### src/hdl/pfe_map.svh
// register offsets, field positions, reset values and timing counts
// assumes a word-addressed classic wishbone slave, 200 MHz system clock
`ifndef PFE_MAP_SVH
`define PFE_MAP_SVH
// ============================================================
// register indices (byte address is four times the index)
`define PFE_IDX_ADDR_LOW 12'h191
`define PFE_IDX_ADDR_HIGH 12'h192
`define PFE_IDX_DATA_LOW 12'h193
`define PFE_IDX_DATA_HIGH 12'h194
`define PFE_IDX_CONTROL 12'h195
`define PFE_IDX_UNLOCK 12'h196
// ============================================================
// control register fields
`define PFE_BIT_CFGSEL 6
`define PFE_BIT_LATONLY 5
`define PFE_BIT_ERASE 4
`define PFE_BIT_FAULT 3
`define PFE_BIT_ARM 2
`define PFE_BIT_GO 1
`define PFE_BIT_READ 0
// ============================================================
// reset values
`define PFE_RST_ADDR_LOW 8'h00
`define PFE_RST_ADDR_HIGH 8'h80
`define PFE_RST_CONTROL 8'h80
`define PFE_RST_UNLOCK 8'h00
// ============================================================
// unlock key bytes
`define PFE_KEY_FIRST 8'h55
`define PFE_KEY_SECOND 8'haa
// ============================================================
// timing: erase time in microseconds, clock in MHz
`define PFE_ERASE_US 2000
`define PFE_CLK_MHZ 200
`define PFE_ERASE_CYC (`PFE_ERASE_US * `PFE_CLK_MHZ)
`define PFE_SETUP_CYC 2
// row size as log2 of its words (low address bits ignored for erase)
`define PFE_ROW_BITS 4
`endif

### src/hdl/pfe_pkg.sv
// types for the program flash row erase sequencer
// assumes pfe_map.svh for numeric constants
package pfe_pkg;
  typedef enum logic [1:0] {
    PFE_IDLE,
    PFE_SETUP,
    PFE_ERASE
  } pfe_state_t;
  typedef struct packed {
    logic cyc;
    logic stb;
    logic we;
    logic [11:0] adr;
    logic [3:0] sel;
    logic [31:0] dat;
  } pfe_wb_req_t;
  typedef struct packed {
    logic ack;
    logic [31:0] dat;
  } pfe_wb_rsp_t;
  typedef struct packed {
    logic req;
    logic [14:0] row_addr;
  } pfe_erase_t;
endpackage

### src/hdl/pfe_row_erase.sv
// program flash row erase sequencer with wishbone register slave
// assumes a flash array that erases the row given while erase_o.req
// stands, and a core that halts while stall_o is high
//
// The Wishbone register port was left to the implementer.
`timescale 1ns/100ps
`include "pfe_map.svh"

// Function
// - The erase always covers a whole row, low address bits ignored.
// - Only 55h then aa into the unlock register enables a start.
// - Setting go after the unlock, with arm and erase set and cfg select clear in the same write, starts the row erase.
// - Two cycles of setup follow the go write before the erase.
// - The core is halted for the erase time of 2 ms.
// - Clocks and peripherals keep running during the stall.
// - Execution resumes at the third instruction after the go write.
// - Top bit of address high and control registers reads as one.
module pfe_row_erase #(
  parameter int unsigned ERASE_CYC = `PFE_ERASE_CYC
) (
  // clock and reset
  input wire logic clk_i,
  input wire logic rst_i,
  // wishbone slave
  input wire pfe_pkg::pfe_wb_req_t wb_i,
  output pfe_pkg::pfe_wb_rsp_t wb_o,
  // core and flash array
  output logic stall_o,
  output pfe_pkg::pfe_erase_t erase_o,
  output logic busy_o
);
  import pfe_pkg::*;

  // ============================================================
  // registers
  logic [7:0] addr_low;
  logic [6:0] addr_high;
  logic cfg_sel, lat_only, erase_sel, fault, arm, go;
  logic [1:0] key_stage;
  logic ack;
  logic [31:0] rdat;
  pfe_state_t state;
  logic [31:0] cnt;

  // bus strobes
  logic req, wr;
  logic [7:0] wbyte;
  assign req = wb_i.cyc & wb_i.stb & ~ack;
  assign wr = req & wb_i.we & wb_i.sel[0];
  assign wbyte = wb_i.dat[7:0];

  function automatic logic hit(input logic [11:0] idx);
    hit = (wb_i.adr == idx);
  endfunction

  // go write that is allowed to start
  logic start;
  assign start = wr && hit(`PFE_IDX_CONTROL) && wbyte[`PFE_BIT_GO]
    && !go && key_stage == 2'd2 && wbyte[`PFE_BIT_ARM]
    && wbyte[`PFE_BIT_ERASE] && !wbyte[`PFE_BIT_CFGSEL];

  // ============================================================
  // ack, one cycle per request
  always_ff @(posedge clk_i) begin
    if (rst_i) begin
      ack <= 1'b0;
    end else begin
      ack <= req;
    end
  end

  // read data mux
  always_ff @(posedge clk_i) begin
    if (rst_i) begin
      rdat <= 32'h0;
    end else if (req && !wb_i.we) begin
      case (wb_i.adr)
        `PFE_IDX_ADDR_LOW: rdat <= {24'h0, addr_low};
        `PFE_IDX_ADDR_HIGH: rdat <= {24'h0, 1'b1, addr_high};
        `PFE_IDX_CONTROL: rdat <= {24'h0, 1'b1, cfg_sel, lat_only,
          erase_sel, fault, arm, go, 1'b0};
        default: rdat <= 32'h0;
      endcase
    end
  end

  assign wb_o.ack = ack;
  assign wb_o.dat = rdat;

  // ============================================================
  // address registers
  always_ff @(posedge clk_i) begin
    if (rst_i) begin
      addr_low <= `PFE_RST_ADDR_LOW;
      addr_high <= 7'h0;
    end else if (wr && state == PFE_IDLE) begin
      if (hit(`PFE_IDX_ADDR_LOW)) begin
        addr_low <= wbyte;
      end
      if (hit(`PFE_IDX_ADDR_HIGH)) begin
        addr_high <= wbyte[6:0];
      end
    end
  end

  // control register bits
  always_ff @(posedge clk_i) begin
    if (rst_i) begin
      cfg_sel <= 1'b0;
      lat_only <= 1'b0;
      erase_sel <= 1'b0;
      arm <= 1'b0;
    end else if (wr && hit(`PFE_IDX_CONTROL) && state == PFE_IDLE) begin
      cfg_sel <= wbyte[`PFE_BIT_CFGSEL];
      lat_only <= wbyte[`PFE_BIT_LATONLY];
      erase_sel <= wbyte[`PFE_BIT_ERASE];
      arm <= wbyte[`PFE_BIT_ARM];
    end
  end

  // fault flag: go refused is a fault; set wins over software clear
  always_ff @(posedge clk_i) begin
    if (rst_i) begin
      fault <= 1'b0;
    end else if (wr && hit(`PFE_IDX_CONTROL) && wbyte[`PFE_BIT_GO]
                 && !start && state == PFE_IDLE) begin
      fault <= 1'b1;
    end else if (wr && hit(`PFE_IDX_CONTROL) && state == PFE_IDLE) begin
      fault <= wbyte[`PFE_BIT_FAULT];
    end
  end

  // go bit, cleared by hardware at end of erase
  always_ff @(posedge clk_i) begin
    if (rst_i) begin
      go <= 1'b0;
    end else if (start) begin
      go <= 1'b1;
    end else if (state == PFE_ERASE && cnt == 32'd0) begin
      go <= 1'b0;
    end
  end

  // ============================================================
  // unlock key tracker: any other write or a start resets it
  always_ff @(posedge clk_i) begin
    if (rst_i) begin
      key_stage <= 2'd0;
    end else if (start) begin
      key_stage <= 2'd0;
    end else if (wr && hit(`PFE_IDX_UNLOCK)) begin
      if (wbyte == `PFE_KEY_FIRST) begin
        key_stage <= 2'd1;
      end else if (wbyte == `PFE_KEY_SECOND && key_stage == 2'd1) begin
        key_stage <= 2'd2;
      end else begin
        key_stage <= 2'd0;
      end
    end else if (wr) begin
      key_stage <= 2'd0;
    end
  end

  // ============================================================
  // sequencer: setup then erase, counter counts down
  always_ff @(posedge clk_i) begin
    if (rst_i) begin
      state <= PFE_IDLE;
      cnt <= 32'd0;
    end else begin
      case (state)
        PFE_IDLE: begin
          if (start) begin
            state <= PFE_SETUP;
            cnt <= 32'(`PFE_SETUP_CYC - 1);
          end
        end
        PFE_SETUP: begin
          if (cnt == 32'd0) begin
            state <= PFE_ERASE;
            cnt <= ERASE_CYC - 32'd1;
          end else begin
            cnt <= cnt - 32'd1;
          end
        end
        PFE_ERASE: begin
          if (cnt == 32'd0) begin
            state <= PFE_IDLE;
          end else begin
            cnt <= cnt - 32'd1;
          end
        end
        default: state <= PFE_IDLE;
      endcase
    end
  end

  // stall only during erase; clock never gated, no sleep
  assign stall_o = (state == PFE_ERASE);
  assign busy_o = (state != PFE_IDLE);

  // row address with low bits forced to zero
  always_ff @(posedge clk_i) begin
    if (rst_i) begin
      erase_o <= '0;
    end else begin
      erase_o.req <= (state == PFE_SETUP && cnt == 32'd0)
        || (state == PFE_ERASE && cnt != 32'd0);
      erase_o.row_addr <= {addr_high, addr_low[7:`PFE_ROW_BITS],
        `PFE_ROW_BITS'(0)};
    end
  end

  // ============================================================
  // assertions
  // all sampled on the system clock, quiet during reset

  // helper: stall cycles counted so far, still holding the full length in the cycle after the stall, then zero
  logic [31:0] stall_len;
  always_ff @(posedge clk_i) begin
    if (rst_i) begin
      stall_len <= 32'd0;
    end else if (stall_o) begin
      stall_len <= stall_len + 32'd1;
    end else begin
      stall_len <= 32'd0;
    end
  end

  // go refused without the full unlock key
  a_go_blocked_no_key: assert property (
    @(posedge clk_i) disable iff (rst_i)
    (wr && hit(`PFE_IDX_CONTROL) && wbyte[`PFE_BIT_GO]
    && key_stage != 2'd2 && state == PFE_IDLE) |=> state == PFE_IDLE)
    else $error("start without unlock");
  // go refused while the arm bit is clear
  a_arm_blocks_go: assert property (
    @(posedge clk_i) disable iff (rst_i)
    (wr && hit(`PFE_IDX_CONTROL) && wbyte[`PFE_BIT_GO]
    && !wbyte[`PFE_BIT_ARM] && state == PFE_IDLE) |=> state == PFE_IDLE)
    else $error("start without arm");
  // a refused go leaves the fault flag set
  a_fault_on_refusal: assert property (
    @(posedge clk_i) disable iff (rst_i)
    (wr && hit(`PFE_IDX_CONTROL) && wbyte[`PFE_BIT_GO] && !start
    && state == PFE_IDLE) |=> fault)
    else $error("refused go without fault");

  // exactly two setup cycles before the erase
  a_setup_two_cycles: assert property (
    @(posedge clk_i) disable iff (rst_i)
    start |=> state == PFE_SETUP ##1 state == PFE_SETUP
    ##1 state == PFE_ERASE)
    else $error("setup not two cycles");
  // an accepted go sets the go bit
  a_start_sets_go: assert property (
    @(posedge clk_i) disable iff (rst_i)
    start |=> go)
    else $error("go not set on start");
  // the key is spent by the start it allowed
  a_key_spent_start: assert property (
    @(posedge clk_i) disable iff (rst_i)
    start |=> key_stage == 2'd0)
    else $error("key survives a start");

  // stall only ever entered from setup
  a_stall_in_erase: assert property (
    @(posedge clk_i) disable iff (rst_i)
    $rose(stall_o) |-> $past(state) == PFE_SETUP)
    else $error("stall without setup");
  // stall lasts exactly the erase time
  a_stall_length: assert property (
    @(posedge clk_i) disable iff (rst_i)
    $fell(stall_o) |-> stall_len == ERASE_CYC)
    else $error("stall length wrong");
  // flash erase request coincides with the stall
  a_req_with_stall: assert property (
    @(posedge clk_i) disable iff (rst_i)
    erase_o.req == stall_o)
    else $error("erase request off the stall");
  // go clears itself as the erase ends
  a_go_clears_end: assert property (
    @(posedge clk_i) disable iff (rst_i)
    $fell(stall_o) |-> !go)
    else $error("go stays after erase");
  // go stands exactly while the sequencer is busy
  a_go_tracks_busy: assert property (
    @(posedge clk_i) disable iff (rst_i)
    go == busy_o)
    else $error("go and busy disagree");
  // core released straight to idle after the stall
  a_resume_idle: assert property (
    @(posedge clk_i) disable iff (rst_i)
    $fell(stall_o) |-> state == PFE_IDLE && !busy_o)
    else $error("no resume after erase");

  // erased row has its low address bits clear
  a_row_aligned: assert property (
    @(posedge clk_i) disable iff (rst_i)
    erase_o.req |-> erase_o.row_addr[`PFE_ROW_BITS-1:0] == '0)
    else $error("erase not row aligned");
  // erased row is the one holding the loaded address
  a_row_from_addr: assert property (
    @(posedge clk_i) disable iff (rst_i)
    erase_o.req |-> erase_o.row_addr[14:`PFE_ROW_BITS]
    == {addr_high, addr_low[7:`PFE_ROW_BITS]})
    else $error("erase row not the loaded one");

  // unused top bits read back as one
  a_top_bits_one: assert property (
    @(posedge clk_i) disable iff (rst_i)
    (req && !wb_i.we && (hit(`PFE_IDX_CONTROL) || hit(`PFE_IDX_ADDR_HIGH)))
    |=> rdat[7])
    else $error("top bit not one");
  // key accepted only as the first byte then the second
  a_key_order: assert property (
    @(posedge clk_i) disable iff (rst_i)
    $rose(key_stage == 2'd2) |-> $past(key_stage) == 2'd1)
    else $error("key accepted out of order");
  // ack is a single cycle pulse
  a_ack_one_cycle: assert property (
    @(posedge clk_i) disable iff (rst_i)
    ack |=> !ack)
    else $error("ack longer than a cycle");
  // register bus keeps answering through the stall
  a_bus_alive_stall: assert property (
    @(posedge clk_i) disable iff (rst_i)
    (stall_o && req) |=> ack)
    else $error("bus dead in stall");

  // main scenarios
  c_erase_done: cover property (@(posedge clk_i) disable iff (rst_i)
    $fell(stall_o));
  c_refused_go: cover property (@(posedge clk_i) disable iff (rst_i)
    $rose(fault));
  c_unlock: cover property (@(posedge clk_i) disable iff (rst_i)
    $rose(key_stage == 2'd2));
  c_bus_in_stall: cover property (@(posedge clk_i) disable iff (rst_i)
    stall_o && ack);
endmodule

### config.mk
export PLATFORM = sky130hd
export DESIGN_NAME = pfe_row_erase
export DESIGN_NICKNAME = d
export VERILOG_FILES = /design/src/hdl/pfe_pkg.sv /design/src/hdl/pfe_row_erase.sv
export VERILOG_INCLUDE_DIRS = /design/src /design/src/hdl
export SDC_FILE = /design/constraint.sdc
export NUM_CORES = 1
export LEC_CHECK = 0
export ABC_AREA = 1
export CAP_MARGIN = 20
export CORE_MARGIN = 2
export CORE_UTILIZATION = 48
export DETAILED_ROUTE_END_ITERATION = 8
export DONT_BUFFER_PORTS = 1
export MAX_ROUTING_LAYER = met4
export PLACE_DENSITY = 0.63
export SLEW_MARGIN = 0
export SYNTH_ARGS = -nofsm -noshare
export SYNTH_HDL_FRONTEND = slang
export SYNTH_SLANG_ARGS = --single-unit
### constraint.sdc
create_clock -name clk_i -period 2.9 [get_ports clk_i]
set_input_delay 0.58 -clock clk_i [delete_from_list [all_inputs] [get_ports clk_i]]
set_output_delay 0.58 -clock clk_i [all_outputs]
set_load 0.01 [all_outputs]
==> impl_metrics.toml, run 1 <==
[grt]
overflow = 0
grt_start_max_net_pins = 40
grt_use_total_pct = 22.81
grt_pass1_vias = 3935
antenna_found_initial = 0
grt_pass1_wl_mm = 18.20

[timing]
tns_ns = 0
period_minus_slack_ns = 2.011
tightest_slew_ns = 0.7742
max_freq_ghz = 0.4973
rsz0062_at_grt = "no"
skew_ns = 0.01359
drv_slew = 0
slew_headroom_pct = 48.17
fin_crit_sh_pct = 69.33
hold_viol_final = 0
worst_slack_ns = 0.8893
setup_viol = 0

[drt]
drt_wl_total_mm = 10.89
first_pass_iters = 5
vias = 4194
antenna_left = 0
drt-wirelength-per-cell_um = 13.56
post_drt_via_cell_ratio = 5.223
drc = 0
dr.first_iter.drc_count = 276

[final_layout]
area_growth_pct = 3.030
final_common_cell = "nand2_1"
mostFrequentLayoutCells = "158 x nand2_1, 94 x nor2_1, 83 x inv_1"
nFillCells = 963
layout-drive-gt1-share_pct = 8.092
design.final.nets = 746
diodes = 0

[synth]
synth-edff-count = 0
ys.flop_type = "dfxtp_1"
yosysWarnings = 0
netlist_instances = 691
synth_top_area_share_pct = 34.38
ys_types = 35
seq_area_frac_synth_pct = 34.38
async_reset_ff_share_pct = 0
synth_area_um2 = 4542
syn_area_per_cell_um2 = 6.573
yosysTopAreaCell = "dfxtp_1"
synthTopCellsByArea = "dfxtp_1 34%, nand2_1 13%, nor2_1 7.8%"
ys_seq_elements = 78

[worst_setup_path]
slowest_delay_ns = 0.69
path_class = "reg2reg"
cp_cell_sequence = "inv_1 > ha_1 > nand2_1 > nor4b_4 > o21ai_0 > a21oi_1"
required_ns = 3.18
arrival_ns = 2.29
critPathLaunchType = "register"
cp_slowest_cell = "nor4b_4"
worstPathMaxFanout = 14
endpoint_kind = "register"

[power]
powerDensity_nw_per_um2 = 673.1
p_leak_nw = 2.141
p_total_mw = 3.150
vdd_ir_drop_max_uv = 266.5

[die]
die_y_um = 101.3
die_x_um = 101.3
die_area_um2 = 10260
io_pins = 104
start_util_pct = 49.39
placementRows = 35
core-area_um2 = 9196

[flow_run]
max_cap_violations = 0

[placement]
dpl_worst_slack_ns = 0.7009
gp_congestion = 0.9072
hpwl_mm = 7.836
numPortBuffers = 0

[clocking]
cts_resized = 0
clockBufferDepth = 2
postCtsSetupBuffers = 0
path_clk_slew_ns = 0.09
clock-sinks = 78
htreeDepth = 3
cts_tree = "built"
cts_buffers = 9
holdBufCountCts = 0
clk_latency_ns = 0.36
cts_root_buffer = "clkbuf_8"

[outcome]
status = "completed"

[worst_hold_path]
hp-class = "in2reg"
## layout make-up
class                   instances  area (um2)  area share (%)
well taps                     111       138.9           2.968
clock inverters                 7       61.31           1.310
inverters                      85       319.1           6.818
flip-flops and latches         78        1562           33.37
repair buffers                  8       60.06           1.283
clock buffers                   9       123.9           2.647
multi-input cells             505        2415           51.60
## critical path, delay by kind of cell (launching register included)
family,cells,cell delay (ns)
compound gates,2,0.32
flops,1,0.34
fa+ha+maj,1,0.30
simple gates,2,0.88
buf+inv,1,0.10
## power breakdown
part | switching (mW) | total, mW | internal, mW | leakage [nW]
sequential | 0.0445 | 1.16 | 1.12 | 0.629
clock | 0.461 | 0.790 | 0.329 | 0.0892
combinational | 0.819 | 1.20 | 0.381 | 1.42
total | 1.32 | 3.15 | 1.83 | 2.14
## cell usage after synthesis (6+ instances only)
library cell  instances
inv_1                83
nor2_1               94
ha_1                  6
nand3_1              37
nor3_1                9
a21oi_1              65
buf_4                33
o21ai_0              38
nor4_1                6
nor2_2               14
nand2_1             158
nand4_1              15
dfxtp_1              78
clkbuf_1              7
## metal layers
metal	up-vias	share of wire [%]	track usage (%)
met5	-	0	-
met4	0	1.8	6.029
met3	19	5.4	4.762
met2	106	49	38.92
met1	1925	44	27.34
li1	2144	-	-
## cell families after synthesis
group / synth area share (%)
and+or+nand+nor: 35.21
buffers and inverters: 14.68
AOI/OAI and AO/OA: 12.84
DFF: 34.38
xor gates and xnor gates: 1.157
adders and majority gates: 1.653
other: 0.08257
## final timing paths
kind / start / to / slack, ns / depth (start not counted)
setup / recovery: state[0] / addr_high[2] / 0.89 / 6
setup reg to reg: state[0] / addr_high[2] / 0.89 / 6
hold reg to reg: addr_high[3] / erase_o[11] / 0.45 / 2
hold / removal: rst_i / rdat[4] / 0.28 / 1
## sequential cells by signal, summed over array words and instances (netlist names)
signal / flops
erase_o: 12
rdat: 8
fault: 1
lat_only: 1
cfg_sel: 1
state: 2
addr_high: 7
erase_sel: 1
go: 1
key_stage: 2
addr_low: 8
cnt: 32
ack: 1
arm: 1
## metrics by stage
stage | cells | area (um2) | hold WS (ns) | utilization, %
2_1_floorplan | 718 | 4643 | 0.4131 | -
3_3_place_gp | 787 | 4494 | 0.4415 | 48.87
3_5_place_dp | 787 | 4494 | 0.4365 | 48.87
4_1_cts | 803 | 4679 | 0.2594 | 50.88
5_1_grt | 803 | 4679 | 0.2628 | 50.88
6_report | 803 | 4679 | 0.2791 | 50.88
Power figures use the tool's default switching activity.
==> run 2, diff against run 1 <==
--- a/config.mk
+++ b/config.mk
@@ -13,7 +13,7 @@
 export DETAILED_ROUTE_END_ITERATION = 8
 export DONT_BUFFER_PORTS = 1
 export MAX_ROUTING_LAYER = met4
-export PLACE_DENSITY = 0.63
+export PLACE_DENSITY = 0.65
 export SLEW_MARGIN = 0
 export SYNTH_ARGS = -nofsm -noshare
 export SYNTH_HDL_FRONTEND = slang
==> constraint.sdc (replaced) <==
create_clock -name clk_i -period 1.8 [get_ports clk_i]
set_input_delay 0.36 -clock clk_i [delete_from_list [all_inputs] [get_ports clk_i]]
set_output_delay 0.36 -clock clk_i [all_outputs]
set_load 0.01 [all_outputs]
==> run 2 against run 1 <==
Compared with the run above: cell area is 13% higher; clock skew is 0.0024 ns lower; die area unchanged; largest cell class unchanged; count of clock-buffer cells in the layout unchanged; critical endpoint is now cnt[6]; core utilization increased by 6.4 points; worst setup slack lost 0.80 ns; register-to-register slack worse by 0.80 ns; highest routed layer unchanged; fmax rose by 18%; critical path depth increased by 3; sequential power is 61% higher; sequential share of layout area fell by 3.5 points.
==> impl_metrics.toml, run 2 (synthesis gave the netlist of run 1 again) <==
[power]
p_clk_share_pct = 21.9
comb_power_share_pct = 44.9
power_switching_share_pct = 41.16
powerDensity_nw_per_um2 = 1072
p_switching_mw = 2.324
p_total_mw = 5.646
intPower_mw = 3.322
p_seq_share_pct = 33.2
p_leak_nw = 2.430
vdd_ir_drop_max_uv = 437.3

[clocking]
cts_root_buffer = "clkbuf_8"
clk_latency_ns = 0.36
clock-sinks = 78
path_clk_slew_ns = 0.09
cts_tree = "built"
clockBufferDepth = 2
htreeDepth = 3
cts_buffers = 9

[flow_run]
max_cap_violations = 0

[worst_setup_path]
cp_slowest_cell = "dfxtp_1"
slowest_delay_ns = 0.39
r2r_slack_ns = 0.09
path_common_cell = "inv_1"
arrival_ns = 2.00
cp_cell_sequence = "inv_1 > ha_1 > inv_1 > nor2_2 > buf_4 > inv_1 > o22ai_1 > nand2_1 > a21oi_1"
critPathLaunchType = "register"
rr_worst_depth = 9
r2r-end = "cnt[6]"
reg2reg_from = "state[1]"
worstPathMaxFanout = 4
required_ns = 2.09
worstSetupStartpoint = "state[1]"
path_class = "reg2reg"
endpoint_kind = "register"
endpoint = "cnt[6]"

[die]
io_pins = 104
die_y_um = 101.3
die_area_um2 = 10260
placementRows = 35
die_x_um = 101.3
core-area_um2 = 9196
start_util_pct = 49.39

[final_layout]
area_growth_pct = 15.95
largest_reg_flops = 32
largest-register = "cnt"
final_common_cell = "nand2_1"
design.final.nets = 797
diodes = 0
final_cell_area_um2 = 5266
layout-drive-gt1-share_pct = 20.59
mostFrequentLayoutCells = "151 x nand2_1, 81 x inv_1, 77 x nor2_1"
largestRegisters = "cnt x32, erase_o x12"

[timing]
setup_viol = 0
holdWs_ns = 0.06376
skew_ns = 0.01122
max_freq_ghz = 0.5845
period_minus_slack_ns = 1.711
fin_crit_sh_pct = 95.05
tns_ns = 0
drv_slew = 0
rsz0062_at_grt = "yes"
hold_viol_final = 0

[drt]
first_pass_iters = 7
post_drt_via_cell_ratio = 5.136
drt-wirelength-per-cell_um = 13.66
drt_wl_total_mm = 11.66
antenna_left = 0
vias = 4386
drc = 0
dr.first_iter.drc_count = 243

[grt]
antenna_found_initial = 0
grt_start_max_net_pins = 40
grt_pass1_vias = 4243
grt_pass1_wl_mm = 19.34
grt_use_total_pct = 24.36
overflow = 0

[worst_hold_path]
worstHoldPathCells = 1
hp-class = "in2reg"

[placement]
placed_area_um2 = 4895
numPortBuffers = 0
hpwl_mm = 8.627
gp_congestion = 0.9138

[outcome]
status = "completed"
-- run 2: changes by cell type in the layout (fill, tap and decap cells not counted), sizes merged --
cell / previous run / this run
inv: 90 / 87
buf: 8 / 59
clkinv: 0 / 3
-- run 2: area by class of cell --
type,instances,area [um2]
fill,909,3930
sequential,78,1574
inverter,85,321.6
clock buffer,9,123.9
clock inverter,7,57.56
multi-input combinational,505,2556
tap,111,138.9
timing repair buffer,59,494.2
-- run 2: what timing repair did --
action,in CTS,in global routing
setup buffers,0,2
pin swaps,0,8
resized for setup,3,59
endpoints found under the setup margin,4,37
hold buffers,0,0
-- run 2: critical path: cells and delay by family (launching register included) --
| family | cells | cell delay, ns |
|---|---|---|
| AOI/OAI and AO/OA | 2 | 0.29 |
| adders and majority gates | 1 | 0.31 |
| buffers and inverters | 4 | 0.38 |
| DFF | 1 | 0.39 |
| and+or+nand+nor | 2 | 0.27 |
-- run 2: power groups by stage --
stage,clock [mW],sequential (mW),combinational [mW]
floorplan,0,1.89,1.63
global placement,0,1.90,2.32
detailed placement,0,1.90,2.35
CTS,1.27,1.86,2.37
global route,1.35,1.89,2.82
finish,1.24,1.87,2.54
-- run 2: per-layer routing --
layer  vias to the layer above  routed length (um)  track usage (%)
met5                         -                   0                -
met1                      2017                5152            29.72
li1                       2241                   -                -
met2                       116                5858            41.52
met3                        12                 544            4.486
met4                         0                 107            6.237
-- run 2: how the worst min path moves through the flow --
stage,startpoint,endpoint
5_1_grt,rst_i,cnt[13]
3_3_place_gp,rst_i,rdat[6]
6_report,rst_i,rdat[0]
4_1_cts,rst_i,rdat[0]
3_5_place_dp,rst_i,rdat[2]
2_1_floorplan,addr_low[7],erase_o[7]
-- run 2: through the flow --
stage | worst slack [ns] | utilization [%] | instances
global placement | 0.03153 | 53.22 | 837
global route | -0.006450 | 57.27 | 854
floorplan | 0.1410 | - | 718
finish | 0.08913 | 57.27 | 854
detailed placement | -0.02055 | 53.22 | 837
CTS | 0.007797 | 55.25 | 853
==> run 3, diff against run 2 <==
--- a/config.mk
+++ b/config.mk
@@ -6,7 +6,7 @@
 export SDC_FILE = /design/constraint.sdc
 export NUM_CORES = 1
 export LEC_CHECK = 0
-export ABC_AREA = 1
+export ABC_AREA = 0
 export CAP_MARGIN = 20
 export CORE_MARGIN = 2
 export CORE_UTILIZATION = 48
@@ -18,3 +18,4 @@
 export SYNTH_ARGS = -nofsm -noshare
 export SYNTH_HDL_FRONTEND = slang
 export SYNTH_SLANG_ARGS = --single-unit
+export TNS_END_PERCENT = 5
==> run 3 against run 2 <==
Compared with the run above: the run now ends with negative setup slack left; die area shrank 11%; register-to-register slack lost 0.69 ns; fmax down 29%; core utilization grew 5.7 points; clock power about the same; synthesized area fell by 11%; synthesized cell count down 32%; sequential share of layout area increased by 0.51 points; critical endpoint is now cnt[7].
==> impl_metrics.toml, run 3 <==
[power]
powerDensity_nw_per_um2 = 594.8
power_switching_share_pct = 25.33
p_total_mw = 3.060
p_seq_share_pct = 57.0
vdd_ir_drop_max_uv = 444.7
p_leak_nw = 2.130
p_clk_share_pct = 40.0
comb_power_share_pct = 3.0
intPower_mw = 2.285
p_switching_uw = 775.2

[die]
die_x_um = 95.79
die_y_um = 95.79
placementRows = 33
die_area_um2 = 9175
io_pins = 104
core-area_um2 = 8175
start_util_pct = 49.46

[final_layout]
regArea_um2 = 1564
stdcell_count = 675
largest_reg_flops = 32
layout-drive-gt1-share_pct = 30.05
multiInputGateArea_um2 = 2356
design.final.nets = 623
area_growth_pct = 27.23
largestRegisters = "cnt x32, erase_o x12"
nFillCells = 688
largest-register = "cnt"
mostFrequentLayoutCells = "97 x buf_4, 76 x dfxtp_1, 66 x nor2_1"
utilization_pct = 62.93
final_cell_area_um2 = 5145
final_common_cell = "buf_4"

[clocking]
htreeDepth = 3
path_clk_slew_ns = 0.09
clock-sinks = 78
holdBufCountCts = 0
clockBufferDepth = 2
cts_buffers = 9
clk_latency_ns = 0.37
cts_root_buffer = "clkbuf_8"
cts_tree = "built"

[timing]
worst_slack_ns = -0.5981
drv_slew = 0
rsz0062_at_grt = "yes"
setup_viol = 36
period_minus_slack_ns = 2.398
tns_ns = -16.32
hold_viol_final = 0
skew_ns = 0.01804
fin_crit_sh_pct = 133.2
max_freq_ghz = 0.4170

[placement]
numPortBuffers = 0
placed_area_um2 = 4778
dpl.cell_count = 655
gp_congestion = 0.9545
hpwl_mm = 7.460

[worst_setup_path]
required_ns = 2.09
endpoint_kind = "register"
arrival_ns = 2.69
critPathLaunchType = "register"
r2r_slack_ns = -0.60
path_class = "reg2reg"
worstPathMaxFanout = 4

[synth]
synthTopCellsByArea = "dfxtp_1 39%, nor2_1 6.7%, buf_4 5.6%"
synthTopCellsByCount = "78 x dfxtp_1, 72 x nor2_1, 30 x buf_4"
yosysTopAreaCell = "dfxtp_1"
synth-edff-count = 0
synth_top_area_share_pct = 38.61
async_reset_ff_share_pct = 0
syn_area_per_cell_um2 = 8.568
ys.flop_type = "dfxtp_1"
ys_seq_elements = 78
synth_area_um2 = 4044
netlist_instances = 472
yosysWarnings = 0
seq_area_frac_synth_pct = 38.61
yosysMostFrequentCell = "dfxtp_1"
ys_types = 53

[drt]
antenna_left = 0
vias = 3772
first_pass_iters = 5
drt_wl_total_mm = 10.44
dr.first_iter.drc_count = 188
drt-wirelength-per-cell_um = 15.47
post_drt_via_cell_ratio = 5.588
drc = 0

[flow_run]
max_cap_violations = 0

[outcome]
status = "finished, violations left"
violations = "negative setup slack"

[grt]
overflow = 0
grt_start_max_net_pins = 67
grt_pass1_wl_mm = 16.68
grt_pass1_vias = 3513
antenna_found_initial = 1
grt_use_total_pct = 24.04

[worst_hold_path]
hp-class = "in2reg"
==> run 3: changes by cell type after synthesis, sizes merged, moves of 16 or more <==
cell   previous run  this run
nand2           164        13
mux2i             0        19
nor2            111        72
inv              85        11
o21ai            40        17
nor3             12        28
a21oi            66        25
nand3            37         7
==> run 3: layout make-up <==
cell class                 instances  area share [%]
inverter                          11          0.8025
timing repair buffer             106           16.88
tap                              105           2.554
multi-input combinational        358           45.79
sequential                        78           30.40
antenna                            1         0.04864
clock buffer                       9           2.408
clock inverter                     7           1.119
==> run 3: cells by family after synthesis <==
group | after synthesis | synth area share [%]
compound gates | 79 | 12.50
other cells | 1 | 0.09273
buf+inv | 63 | 9.127
mux | 25 | 6.374
fa+ha+maj | 6 | 1.856
flops | 78 | 38.61
simple gates | 206 | 28.40
xor+xnor | 14 | 3.032
==> run 3: power groups by stage <==
| stage | logic [mW] | clock network (mW) | registers [mW] |
|---|---|---|---|
| after floorplan | 0.135 | 0 | 1.78 |
| after global placement | 0.0872 | 0 | 1.78 |
| after detailed placement | 0.0888 | 0 | 1.78 |
| after CTS | 0.0892 | 1.26 | 1.74 |
| after global routing | 0.102 | 1.33 | 1.75 |
| final | 0.0915 | 1.23 | 1.74 |
==> run 3: final timing paths <==
kind                              startpoint         end  cells past startpoint
worst max-delay path            key_stage[0]      cnt[7]                      6
worst min-delay path                   rst_i      cnt[2]                      1
worst max register to register  key_stage[0]      cnt[7]                      6
worst min register to register  addr_high[0]  erase_o[8]                      1
==> run 3: stage by stage <==
step	hold WS (ns)	setup slack, ns
final	0.05384	-0.5981
after global routing	0.03666	-0.6819
after CTS	0.03888	-0.6097
after detailed placement	0.4386	-0.6855
after global placement	0.4367	-0.6451
after floorplan	0.4542	-0.6267
==> run 3: metal layers <==
metal | share of wire, % | vias to the layer above | GRT usage (%)
li1 | - | 1828 | -
met1 | 46 | 1778 | 31.93
met2 | 46 | 152 | 36.83
met3 | 6.5 | 14 | 5.012
met4 | 1.5 | 0 | 7.500
met5 | 0 | - | -
==> run 3: worst max-delay path, cell delays in order, from the launching register on <==
cell and delay [ns]:
dfxtp_2 0.33, nand2b_4 0.13, or4_4 0.48, o32a_1 0.35, or3_4 0.44, or4_1 0.52, o21ai_1 0.09
==> run 3: timing repair <==
action                     4_1_cts  5_1_grt
gates cloned                     0        0
pin swaps                       23        7
setup endpoints to repair       36       53
resized for setup               22       18
hold endpoints to repair         0        0
buffers inserted                 3        0
